$ cat src/hw/watchdog_pkg.sv
// constants for the watchdog reset timer
package watchdog_pkg;
    localparam logic [3:0] CTRL_STATUS_OFS  = 4'h0;
    localparam logic [3:0] COUNTER_OFS      = 4'h4;
    localparam logic [3:0] CLOCK_SELECT_OFS = 4'h8;

    localparam int COUNTER_ENABLE_GUARD_BIT = 7;
    localparam int COUNTER_WRITE_ENABLE_BIT = 6;
    localparam int CONTROL_ENABLE_GUARD_BIT = 5;
    localparam int CONTROL_WRITE_ENABLE_BIT = 4;
    localparam int RUN_BIT_GUARD_BIT        = 3;
    localparam int RUN_BIT_BIT              = 2;
    localparam int RESET_FLAG_GUARD_BIT     = 1;
    localparam int OVERFLOW_RESET_FLAG_BIT  = 0;
    localparam int OSC_SELECT_BIT           = 3;

    localparam logic [7:0] COUNTER_RESET       = 8'h00;
    localparam logic [7:0] COUNTER_MAX         = 8'hFF;
    localparam logic [3:0] CLOCK_SELECT_RESET  = 4'hF;
    localparam logic [3:0] CLOCK_SELECT_UPPER  = 4'hF;

    localparam int          PRESCALE_BASE_LOG2 = 6;
    localparam int          PRESCALE_TAPS      = 8;
    localparam int          DIVIDER_WIDTH      = 13;
    localparam int          RESET_OSC_CYCLES   = 256;
    localparam int          RESET_CNT_WIDTH    = 9;
endpackage

$ cat src/hw/watchdog_reset_timer.sv
// watchdog reset timer with avalon-mm register slave
`timescale 1ns/1ps
module watchdog_reset_timer
    import watchdog_pkg::*;
(
    input  wire logic        core_clk_i,
    input  wire logic        rst_i,
    input  wire logic [3:0]  avs_address_i,
    input  wire logic        avs_read_i,
    input  wire logic        avs_write_i,
    input  wire logic [31:0] avs_writedata_i,
    input  wire logic [3:0]  avs_byteenable_i,
    output logic [31:0]      avs_readdata_o,
    output logic             avs_waitrequest_o,
    input  wire logic        osc_tick_i,
    input  wire logic        low_power_mode_i,
    output logic             chip_reset_o
);
    logic                       wait_q;
    logic [31:0]                rdata_q;
    logic [DIVIDER_WIDTH-1:0]   div_q;
    logic                       presc_tick_q;
    logic [7:0]                 counter_q;
    logic                       counter_write_enable_q;
    logic                       control_write_enable_q;
    logic                       run_bit_q;
    logic                       overflow_reset_flag_q;
    logic [3:0]                 clock_select_field_q;
    logic [RESET_CNT_WIDTH-1:0] rst_cnt_q;
    logic                       chip_reset_q;

    logic       access;
    logic       wr_go;
    logic       wr_byte;
    logic [7:0] wd;
    logic       wr_ctrl;
    logic       wr_cnt;
    logic       wr_sel;
    logic       tick;
    logic       overflow;
    logic [7:0] ctrl_rd;
    logic [7:0] tap_mask;

    // request is answered one cycle after it appears
    assign access  = avs_read_i | avs_write_i;
    assign wr_go   = avs_write_i & ~wait_q;
    assign wr_byte = wr_go & avs_byteenable_i[0];
    assign wd      = avs_writedata_i[7:0];
    assign wr_ctrl = wr_byte & (avs_address_i == CTRL_STATUS_OFS);
    assign wr_cnt  = wr_byte & (avs_address_i == COUNTER_OFS);
    assign wr_sel  = wr_byte & (avs_address_i == CLOCK_SELECT_OFS);

    // guard bits always read back as one
    assign ctrl_rd = {1'b1, counter_write_enable_q,
                      1'b1, control_write_enable_q,
                      1'b1, run_bit_q,
                      1'b1, overflow_reset_flag_q};

    always_ff @(posedge core_clk_i or posedge rst_i) begin
        if (rst_i) begin
            wait_q <= 1'b1;
        end else if (access && wait_q) begin
            wait_q <= 1'b0;
        end else begin
            wait_q <= 1'b1;
        end
    end

    always_ff @(posedge core_clk_i or posedge rst_i) begin
        if (rst_i) begin
            rdata_q <= 32'h0000_0000;
        end else if (avs_read_i && wait_q) begin
            case (avs_address_i)
                CTRL_STATUS_OFS:  rdata_q <= {24'h00_0000, ctrl_rd};
                COUNTER_OFS:      rdata_q <= {24'h00_0000, counter_q};
                CLOCK_SELECT_OFS: rdata_q <= {24'h00_0000,
                    CLOCK_SELECT_UPPER, clock_select_field_q};
                default:          rdata_q <= 32'h0000_0000;
            endcase
        end
    end

    assign avs_readdata_o    = rdata_q;
    assign avs_waitrequest_o = wait_q;

    // free running divider; taps line up so every rate pulses one cycle
    always_ff @(posedge core_clk_i or posedge rst_i) begin
        if (rst_i) begin
            div_q <= '0;
        end else begin
            div_q <= div_q + 1'b1;
        end
    end

    // constant part-select bounds per tap need a generate loop
    for (genvar k = 0; k < PRESCALE_TAPS; k++) begin : g_tap
        assign tap_mask[k] = &div_q[PRESCALE_BASE_LOG2+k-1:0];
    end

    always_ff @(posedge core_clk_i or posedge rst_i) begin
        if (rst_i) begin
            presc_tick_q <= 1'b0;
        end else begin
            presc_tick_q <= tap_mask[clock_select_field_q[2:0]];
        end
    end

    // oscillator keeps counting even in low power modes
    assign tick = clock_select_field_q[OSC_SELECT_BIT]
                ? (presc_tick_q & ~low_power_mode_i)
                : osc_tick_i;
    // only an accepted load suppresses the wrap, else it would go unseen
    assign overflow = run_bit_q & tick
                    & ~(wr_cnt & counter_write_enable_q)
                    & (counter_q == COUNTER_MAX);

    always_ff @(posedge core_clk_i or posedge rst_i) begin
        if (rst_i) begin
            clock_select_field_q <= CLOCK_SELECT_RESET;
        end else if (wr_sel) begin
            clock_select_field_q <= wd[3:0];
        end
    end

    always_ff @(posedge core_clk_i or posedge rst_i) begin
        if (rst_i) begin
            counter_q <= COUNTER_RESET;
        end else if (wr_cnt && counter_write_enable_q) begin
            counter_q <= wd;
        end else if (run_bit_q && tick) begin
            counter_q <= counter_q + 8'h01;
        end
    end

    always_ff @(posedge core_clk_i or posedge rst_i) begin
        if (rst_i) begin
            counter_write_enable_q <= 1'b0;
        end else if (wr_ctrl && !wd[COUNTER_ENABLE_GUARD_BIT]) begin
            counter_write_enable_q <= wd[COUNTER_WRITE_ENABLE_BIT];
        end
    end

    always_ff @(posedge core_clk_i or posedge rst_i) begin
        if (rst_i) begin
            control_write_enable_q <= 1'b0;
        end else if (wr_ctrl && !wd[CONTROL_ENABLE_GUARD_BIT]) begin
            control_write_enable_q <= wd[CONTROL_WRITE_ENABLE_BIT];
        end
    end

    // uses the enable held before this write
    always_ff @(posedge core_clk_i or posedge rst_i) begin
        if (rst_i) begin
            run_bit_q <= 1'b0;
        end else if (wr_ctrl && control_write_enable_q
                     && !wd[RUN_BIT_GUARD_BIT]) begin
            run_bit_q <= wd[RUN_BIT_BIT];
        end
    end

    // overflow set wins over a coincident clear
    always_ff @(posedge core_clk_i or posedge rst_i) begin
        if (rst_i) begin
            overflow_reset_flag_q <= 1'b0;
        end else if (overflow) begin
            overflow_reset_flag_q <= 1'b1;
        end else if (wr_ctrl && control_write_enable_q
                     && !wd[RESET_FLAG_GUARD_BIT]
                     && !wd[OVERFLOW_RESET_FLAG_BIT]) begin
            overflow_reset_flag_q <= 1'b0;
        end
    end

    // pulse length counted on oscillator ticks, restarted by overflow
    always_ff @(posedge core_clk_i or posedge rst_i) begin
        if (rst_i) begin
            rst_cnt_q    <= '0;
            chip_reset_q <= 1'b0;
        end else if (overflow) begin
            rst_cnt_q    <= RESET_CNT_WIDTH'(RESET_OSC_CYCLES);
            chip_reset_q <= 1'b1;
        end else if (chip_reset_q && osc_tick_i) begin
            rst_cnt_q    <= rst_cnt_q - 1'b1;
            chip_reset_q <= (rst_cnt_q != 1);
        end
    end

    assign chip_reset_o = chip_reset_q;
endmodule

$ cat config.mk
export PLATFORM = sky130hd
export DESIGN_NAME = watchdog_reset_timer
export DESIGN_NICKNAME = d
export VERILOG_FILES = /design/src/hw/watchdog_pkg.sv /design/src/hw/watchdog_reset_timer.sv
export SDC_FILE = /design/constraint.sdc
export NUM_CORES = 1
export LEC_CHECK = 0
export ABC_CLOCK_PERIOD_IN_PS = 2560
export BUFFER_PORTS_ARGS = -buffer_cell sky130_fd_sc_hd__buf_2
export CAP_MARGIN = 10
export CORE_ASPECT_RATIO = 1.1
export CORE_UTILIZATION = 51
export DETAILED_ROUTE_END_ITERATION = 16
export GPL_TIMING_DRIVEN = 0
export PLACE_DENSITY = 0.82
export SYNTH_ARGS = -nofsm -noshare
export SYNTH_HDL_FRONTEND = slang
export SYNTH_SLANG_ARGS = --single-unit
$ cat constraint.sdc
create_clock -name core_clk_i -period 2.56 [get_ports core_clk_i]
set_clock_uncertainty 0.2 [all_clocks]
set_input_delay 0.128 -clock core_clk_i [delete_from_list [all_inputs] [get_ports core_clk_i]]
set_output_delay 0.128 -clock core_clk_i [all_outputs]
set_load 0.02 [all_outputs]
# After elaboration in Yosys (flattened, before gate mapping)
# Index checks and enable logic that the tools add are counted.
[op_classes]
add_sub_neg = 3
order_cmp = 1
n_eq_ne = 4
mux = 13
bitwise_logic = 14
n_reduce_logical = 28
[ops]
columns = ["operator", "count"]
rows = [
  ["8-bit one-hot mux with 3 select lines", 1],
  ["9-bit two-way mux", 2],
  ["8-bit two-way mux", 2],
  ["13-bit by 1-bit adder with 13-bit output (second input constant)", 1],
  ["13-bit AND reduction", 1],
  ["12-bit AND reduction", 1],
  ["1-bit logical AND", 11],
  ["11-bit AND reduction", 1],
  ["1-bit bitwise AND", 10],
  ["10-bit AND reduction", 1],
  ["9-bit by 1-bit != test with 1-bit output (second input constant)", 1],
  ["9-bit AND reduction", 1],
  ["9-bit by 1-bit subtractor with 9-bit output (second input constant)", 1],
  ["8-bit by 1-bit adder with 8-bit output (second input constant)", 1],
  ["8-bit == test (second input constant)", 1],
  ["8-bit AND reduction", 1],
  ["1-bit two-way mux", 7],
  ["7-bit AND reduction", 1],
  ["6-bit AND reduction", 1],
  ["2-bit nonzero test", 3],
  ["1-bit zero test", 5],
  ["4-bit by 3-bit == test with 1-bit output (second input constant)", 1],
  ["4-bit == test (second input constant)", 1],
  ["4-bit zero test", 1],
  ["4 further kinds", 6],
]
[word_totals]
ff_bits = 73
in_bits = 46
output_inout_bits = 34
wordCells = 75

# Longest topological paths before layout
# Gate-level depths: netlist of the first run.
[depth]
ltp_word = 9
ltp_mapped = 7
mapped_depth_nobuf = 6

# Worst setup path before layout of the first run
# OpenSTA, ideal clock, no wires.
[synth_path]
path_type = "reg-to-reg"
from = "reg wait_q, in the netlist avs_waitrequest_o"
to = "reg counter_q[6]"
setup_time_ns = 0.069
t_arrival_ns = 1.657
required_ns = 2.291
setup_slack_ns = 0.634
stages_incl_launch_ff = 6
path_buffers = 1
synth_period_minus_slack_ns = 1.926
cell_sequence = "dfstp_2 -> and3b_1 -> and3_1 -> clkbuf_1 -> or4_1 -> nand3_1"
[synth_via]
elab_chain_len = 6
word_cells_on_any_way = 7
classes_between = "1 x mux; 4 x bitwise; 2 x reduce/logical"
[synth_rtl]
columns = ["item", "line", "text"]
rows = [
  ["from (decl)", "watchdog_reset_timer.sv:19", "logic wait_q;"],
  ["from (signal assigned)", "watchdog_reset_timer.sv:61", "wait_q <= 1'b1;"],
  ["from (signal assigned)", "watchdog_reset_timer.sv:63", "wait_q <= 1'b0;"],
  ["from (signal assigned)", "watchdog_reset_timer.sv:65", "wait_q <= 1'b1;"],
  ["1-bit inverter (*)", "watchdog_reset_timer.sv:46", "assign wr_go = avs_write_i & ~wait_q;"],
  ["1-bit bitwise AND (*)", "watchdog_reset_timer.sv:46", ""],
  ["1-bit bitwise AND (*)", "watchdog_reset_timer.sv:47", "assign wr_byte = wr_go & avs_byteenable_i[0];"],
  ["1-bit bitwise AND (*)", "watchdog_reset_timer.sv:50", "assign wr_cnt = wr_byte & (avs_address_i == COUNTER_OFS);"],
  ["1-bit logical AND (*)", "watchdog_reset_timer.sv:128", "end else if (wr_cnt && counter_write_enable_q) begin"],
  ["8-bit two-way mux / 2-bit nonzero test (equally long branches)", "--", ""],
  ["to (signal assigned)", "watchdog_reset_timer.sv:129", "counter_q <= wd;"],
  ["to (signal assigned)", "watchdog_reset_timer.sv:131", "counter_q <= counter_q + 8'h01;"],
  ["to (decl)", "watchdog_reset_timer.sv:23", "logic [7:0] counter_q;"],
]
# Mark *: on every way between the ends. The rest lies on a longest branch, timed or not.
# A chain may end at the register's enable or synchronous reset.

# Worst setup path after layout of the first run
[layout_path]
from = "in avs_address_i[2]"
to = "reg run_bit_q"
[layout_via]
elab_chain_len = 4
[layout_rtl]
columns = ["item", "line", "text"]
rows = [
  ["from (decl)", "watchdog_reset_timer.sv:8", "input wire logic [3:0] avs_address_i,"],
  ["4-bit zero test", "watchdog_reset_timer.sv:49", "assign wr_ctrl = wr_byte & (avs_address_i == CTRL_STATUS_OFS);"],
  ["1-bit bitwise AND", "watchdog_reset_timer.sv:49", ""],
  ["1-bit logical AND", "watchdog_reset_timer.sv:155", "end else if (wr_ctrl && control_write_enable_q"],
  ["1-bit logical AND", "watchdog_reset_timer.sv:156", "&& !wd[RUN_BIT_GUARD_BIT]) begin"],
  ["to (signal assigned)", "watchdog_reset_timer.sv:157", "run_bit_q <= wd[RUN_BIT_BIT];"],
  ["to (decl)", "watchdog_reset_timer.sv:26", "logic run_bit_q;"],
]
# Every way passes these cells.

==> results.toml, run 1 <==
[routing]
drtAntennaViolNets = 0
drcViolationCount = 0
routed_via_density = 5.176
vias = 2024
first_pass_iters = 4
wirelength_mm = 4.981
drt-initial-drc-count = 109
post_drt_wl_per_cell_um = 12.74

[power_and_ir_drop]
leakagePower_nw = 1.548
peakVddDrop_uv = 551.5
power_density_nw_per_um2 = 557.9
report.power.total_mw = 1.763

[setup_path]
reg2reg_to = "counter_q[7]"
ff2ff_path_depth = 5
critPathCaptureType = "flip-flop"
cp-start-kind = "input pin"
cp_data_required_time_ps = 2560
worstSetupPathType = "input pin to flip-flop"
rrSetupSlack_ps = 540
arrival_ps = 2200
cp_max_fo = 10
r2r_start = "clock_select_field_q[3]"

[floorplanning]
die_w_um = 69.75
io_pins = 80
start_util = 0.5421
die_h_um = 76.53
coreArea_um2 = 4750
die_area_um2 = 5338
rows = 26

[timing]
hold_viol = 0
tightest_slew_ps = 521.8
clock.fmax_mhz = 454.7
fin_crit_sh = 0.8591
setup_tns_ps = 0
slew_headroom = 0.6502
slew_violations = 0
rsz0062_at_grt = "no"
min_period_ps = 2199
setup_violations = 0

[job]
max_cap_viol_count = 0

[place]
routabilityCongestion = 0.8646
place_area_um2 = 2887
portBuffers = 27
dp_hpwl_mm = 3.634
dp_cells = 369

[clocking]
cts-resized-gates = 0
post_cts_buffers = 0
ctsRootBufferMaster = "clkbuf_8"
path_clk_slew_ps = 90
htreeDepth = 2
cts_buffers = 5
clkLatencyLatePin_ps = 310
cts_tree = "done"
clockBufferDepth = 2
cts_sinks = 49

[global_route]
grt_pass1_wl_mm = 8.521
track_usage = 0.2022
grt_pass1_vias = 1921
antenna_found_initial = 0
grt_overflow = 0
grt_start_max_net_pins = 34

[min_path]
holdPathEnd = "avs_readdata_o[6]"
min_from = "avs_address_i[0]"
min_path_type = "input pin to flip-flop"
holdPathStages = 4

[final_layout]
antennaDiodeCount = 0
finalNetCount = 384
area_delta_synth_final_pct = 22.74
layout-drive-gt1-share = 0.2448
final_cell_mix = "44 x dfrtp_1, 31 x nor2_1, 29 x buf_2"
fillers = 382
final_cells = 391
postLayoutCoreUtil = 0.6654
finalInstanceArea_um2 = 3161
final_common_cell = "dfrtp_1"

[logic_synthesis]
synth-edff-count = 0
ys_ff_latch = 49
yosys_warnings = 0
netlist_instances = 262
async_flop_share = 1.000
ys_seq_area_frac = 0.4786
synth_flop_cell = "dfrtp_1"
avgSynthCellArea_um2 = 9.828
synthesis.area_um2 = 2575
synth_cell_type_count = 43

[status]
status = "complete, no violations"
## per-stage QoR
step | hold slack (ps) | worst slack (ps)
finish | 12.22 | 360.6
global route | 13.83 | 263.3
CTS | 1.630 | 342.2
detailed placement | -70.72 | 560.4
global placement | 82.85 | 514.1
floorplan | -8.953 | 633.9
## logic make-up (layout without fill, tap and decap cells)
group / after synthesis / count (layout) / share of synthesized area
and+or+nand+nor: 96 / 96 / 0.1890
DFF: 49 / 49 / 0.4786
buffers and inverters: 40 / 90 / 0.09864
AOI/OAI and AO/OA: 39 / 39 / 0.09135
xor gates and xnor gates: 23 / 23 / 0.07823
muxes: 10 / 10 / 0.04325
adders and majority gates: 4 / 4 / 0.01944
other: 1 / 24 / 0.001456
## state kept, by name, indices dropped and copies added, names as in the netlist, 4 cells and up
register              flops
avs_readdata_o            8
clock_select_field_q      4
counter_q                 8
div_q                    13
rst_cnt_q                 9
## routing by layer
metal	part of all wire	vias up	GRT usage
li1	-	1002	-
met1	0.44	949	0.2565
met2	0.48	66	0.3301
met3	0.066	7	0.05026
met4	0.014	0	0.08400
met5	0	-	0
## cell type report
class / instances / area, µm² / share of cell area
Sequential cell: 49 / 1232 / 0.3899
Multi-Input combinational cell: 196 / 1175 / 0.3717
Timing Repair Buffer: 42 / 295.3 / 0.09343
Buffer: 32 / 224.0 / 0.07086
Tap cell: 56 / 70.07 / 0.02217
Clock buffer: 5 / 68.82 / 0.02177
Clock inverter: 3 / 65.06 / 0.02059
Inverter: 8 / 30.03 / 0.009501
## critical path, cell delays in order
cell and delay, ps:
dlygate4sd3_1 530, buf_2 130, nor3_2 460, nand3b_1 280, nor3b_1 300, mux2_2 360
## cells in the mapped netlist (2+ instances only)
| cell type | n | area (µm²) |
|---|---|---|
| buf_4 | 25 | 187.7 |
| a22oi_1 | 2 | 15.01 |
| buf_2 | 2 | 10.01 |
| inv_1 | 8 | 30.03 |
| nand3b_1 | 2 | 15.01 |
| ha_1 | 4 | 50.05 |
| dfrtp_1 | 44 | 1101 |
| nand2_1 | 22 | 82.58 |
| clkbuf_1 | 4 | 15.01 |
| nand3_1 | 14 | 70.07 |
| xnor2_1 | 14 | 122.6 |
| or4_1 | 2 | 15.01 |
| mux2_2 | 9 | 101.4 |
| nand4_1 | 5 | 31.28 |
| nor2_1 | 31 | 116.4 |
| a21oi_1 | 13 | 65.06 |
| a31oi_1 | 7 | 43.79 |
| and4_1 | 2 | 17.52 |
| and3_1 | 6 | 37.54 |
| nor4_1 | 2 | 12.51 |
| o21ai_0 | 10 | 50.05 |
| xor2_1 | 9 | 78.83 |
| dfstp_2 | 5 | 131.4 |
## power breakdown
group / switching (mW) / internal [mW]
clock network: 0.260 / 0.388
logic: 0.144 / 0.111
registers: 0.0365 / 0.824
total: 0.441 / 1.32
## how the worst max path moves through the flow
stage	from	to	slack [ps]	cells after the start
finish	avs_address_i[2]	run_bit_q	360	6
global route	avs_address_i[2]	run_bit_q	260	6
CTS	avs_address_i[2]	run_bit_q	340	6
detailed placement	clock_select_field_q[3]	counter_q[7]	560	5
global placement	rst_i	avs_readdata_o[6]	510	2
floorplan	avs_waitrequest_o	counter_q[6]	630	5
## repair_timing
item / CTS / global route
hold buffers: 14 / 0
endpoints found under the setup margin: 0 / 0
endpoints found under the hold margin: 66 / 0
No activity file was read; power rests on OpenSTA's default activity.
==> inputs of run 2 (changes only) <==
--- a/config.mk
+++ b/config.mk
@@ -13,6 +13,7 @@
 export DETAILED_ROUTE_END_ITERATION = 16
 export GPL_TIMING_DRIVEN = 0
 export PLACE_DENSITY = 0.82
+export SETUP_SLACK_MARGIN = 0.4
 export SYNTH_ARGS = -nofsm -noshare
 export SYNTH_HDL_FRONTEND = slang
 export SYNTH_SLANG_ARGS = --single-unit
==> results.toml, run 2 (synthesized netlist as in run 1, its figures left out) <==
[status]
status = "complete, no violations"

[floorplanning]
start_util = 0.5421
io_pins = 80
rows = 26
die_area_um2 = 5338
die_h_um = 76.53
coreArea_um2 = 4750
die_w_um = 69.75

[routing]
vias = 2031
drcViolationCount = 0
routed_via_density = 5.168
drt-initial-drc-count = 125
drtAntennaViolNets = 0
first_pass_iters = 4
post_drt_wl_per_cell_um = 12.85
wirelength_mm = 5.051

[timing]
fin_crit_sh = 0.7928
hold_slack_ps = 57.71
setup_violations = 0
hold_viol = 0
min_period_ps = 2030
rsz0062_at_grt = "no"
setup_slack_ps = 530.4
slew_violations = 0
setup_tns_ps = 0
clock.fmax_mhz = 492.7

[clocking]
clkLatencyLatePin_ps = 310
clockBufferDepth = 2
htreeDepth = 2
cts_tree = "done"
path_clk_slew_ps = 90
cts_sinks = 49
cts-resized-gates = 0
cts_buffers = 5
ctsRootBufferMaster = "clkbuf_8"

[final_layout]
area_delta_synth_final_pct = 23.32
reg_top3 = "div_q: 13 flops, rst_cnt_q: 9 flops"
final_cell_mix = "44 x dfrtp_1, 31 x nor2_1, 29 x buf_2"
layout-drive-gt1-share = 0.2493
finalInstanceArea_um2 = 3176
finalNetCount = 386
fillers = 377
largest_reg_flops = 13
final_common_cell = "dfrtp_1"
largest-register = "div_q"
antennaDiodeCount = 0

[setup_path]
cp_max_fo = 8
cp_data_required_time_ps = 2590
arrival_ps = 2060
ff2ff_path_depth = 5
worstSetupPathType = "flip-flop to flip-flop"
critPathCaptureType = "flip-flop"
cp-start-kind = "flip-flop"

[global_route]
grt_start_max_net_pins = 34
grt_overflow = 0
grtUsageMet3 = 0.05026
track_usage = 0.2008
grt_pass1_wl_mm = 8.466
grt_use_met2 = 0.3252
top_usage_layer = "met2"
use_met1 = 0.2548
antenna_found_initial = 0
grt_pass1_vias = 1929

[place]
dp_hpwl_mm = 3.634
routabilityCongestion = 0.8646
dp_slack_ps = 560.4
portBuffers = 27
place_area_um2 = 2887

[min_path]
min_path_type = "input pin to flip-flop"
holdPathStages = 4

[power_and_ir_drop]
power_density_nw_per_um2 = 556.0
report.power.total_mw = 1.766
leakagePower_nw = 1.559
peakVddDrop_uv = 552.6

[job]
max_cap_viol_count = 0
## run 2: cell count changes in the layout (fill, tap and decap cells not counted)
cell   before  now
buf_4      25   27
## run 2: per-stage QoR
| step | utilization | std cells |
|---|---|---|
| 2_1_floorplan | - | 285 |
| 3_3_place_gp | 0.6035 | 368 |
| 3_5_place_dp | 0.6077 | 369 |
| 4_1_cts | 0.6654 | 391 |
| 5_1_grt | 0.6686 | 393 |
| 6_report | 0.6686 | 393 |
## run 2: critical path, stage by stage, from the launching register on
cell	delay [ps]
dfstp_2	560
nand3b_1	160
a21bo_1	240
buf_6	130
or4_1	500
a31oi_1	180
## run 2: worst paths after layout
check                                              from  slack [ps]                      end
worst max-delay path            clock_select_field_q[3]         530             counter_q[7]
worst min-delay path                   avs_address_i[2]          60        avs_readdata_o[5]
worst max register to register  clock_select_field_q[3]         530             counter_q[7]
worst min register to register                 div_q[9]         280                 div_q[9]
max in group asynchronous                         rst_i        1470  clock_select_field_q[3]
min in group asynchronous                         rst_i         130             rst_cnt_q[1]
## run 2: area by class of cell
type / count / area [µm²] / area share
tap: 56 / 70.07 / 0.02206
clock buffer: 5 / 68.82 / 0.02167
buffer: 32 / 224.0 / 0.07053
inverter: 8 / 30.03 / 0.009456
sequential: 49 / 1232 / 0.3881
multi-input combinational: 196 / 1175 / 0.3700
clock inverter: 3 / 65.06 / 0.02049
timing repair buffer: 44 / 310.3 / 0.09771
## run 2: metal layers
metal / part of all wire / up-vias
met1: 0.44 / 952
met4: 0.015 / 0
met2: 0.49 / 59
met3: 0.057 / 8
met5: 0 / -
li1: - / 1012
## run 2: power breakdown
part	internal, mW	switching (mW)	total, mW
Combinational	0.111	0.145	0.255
Clock	0.388	0.262	0.650
Sequential	0.824	0.0369	0.860
## run 2: repair_timing
action                                  in CTS  in global routing
hold buffers                                14                  0
endpoints found under the setup margin       0                  1
buffers inserted                             0                  2
hold endpoints to repair                    66                  0
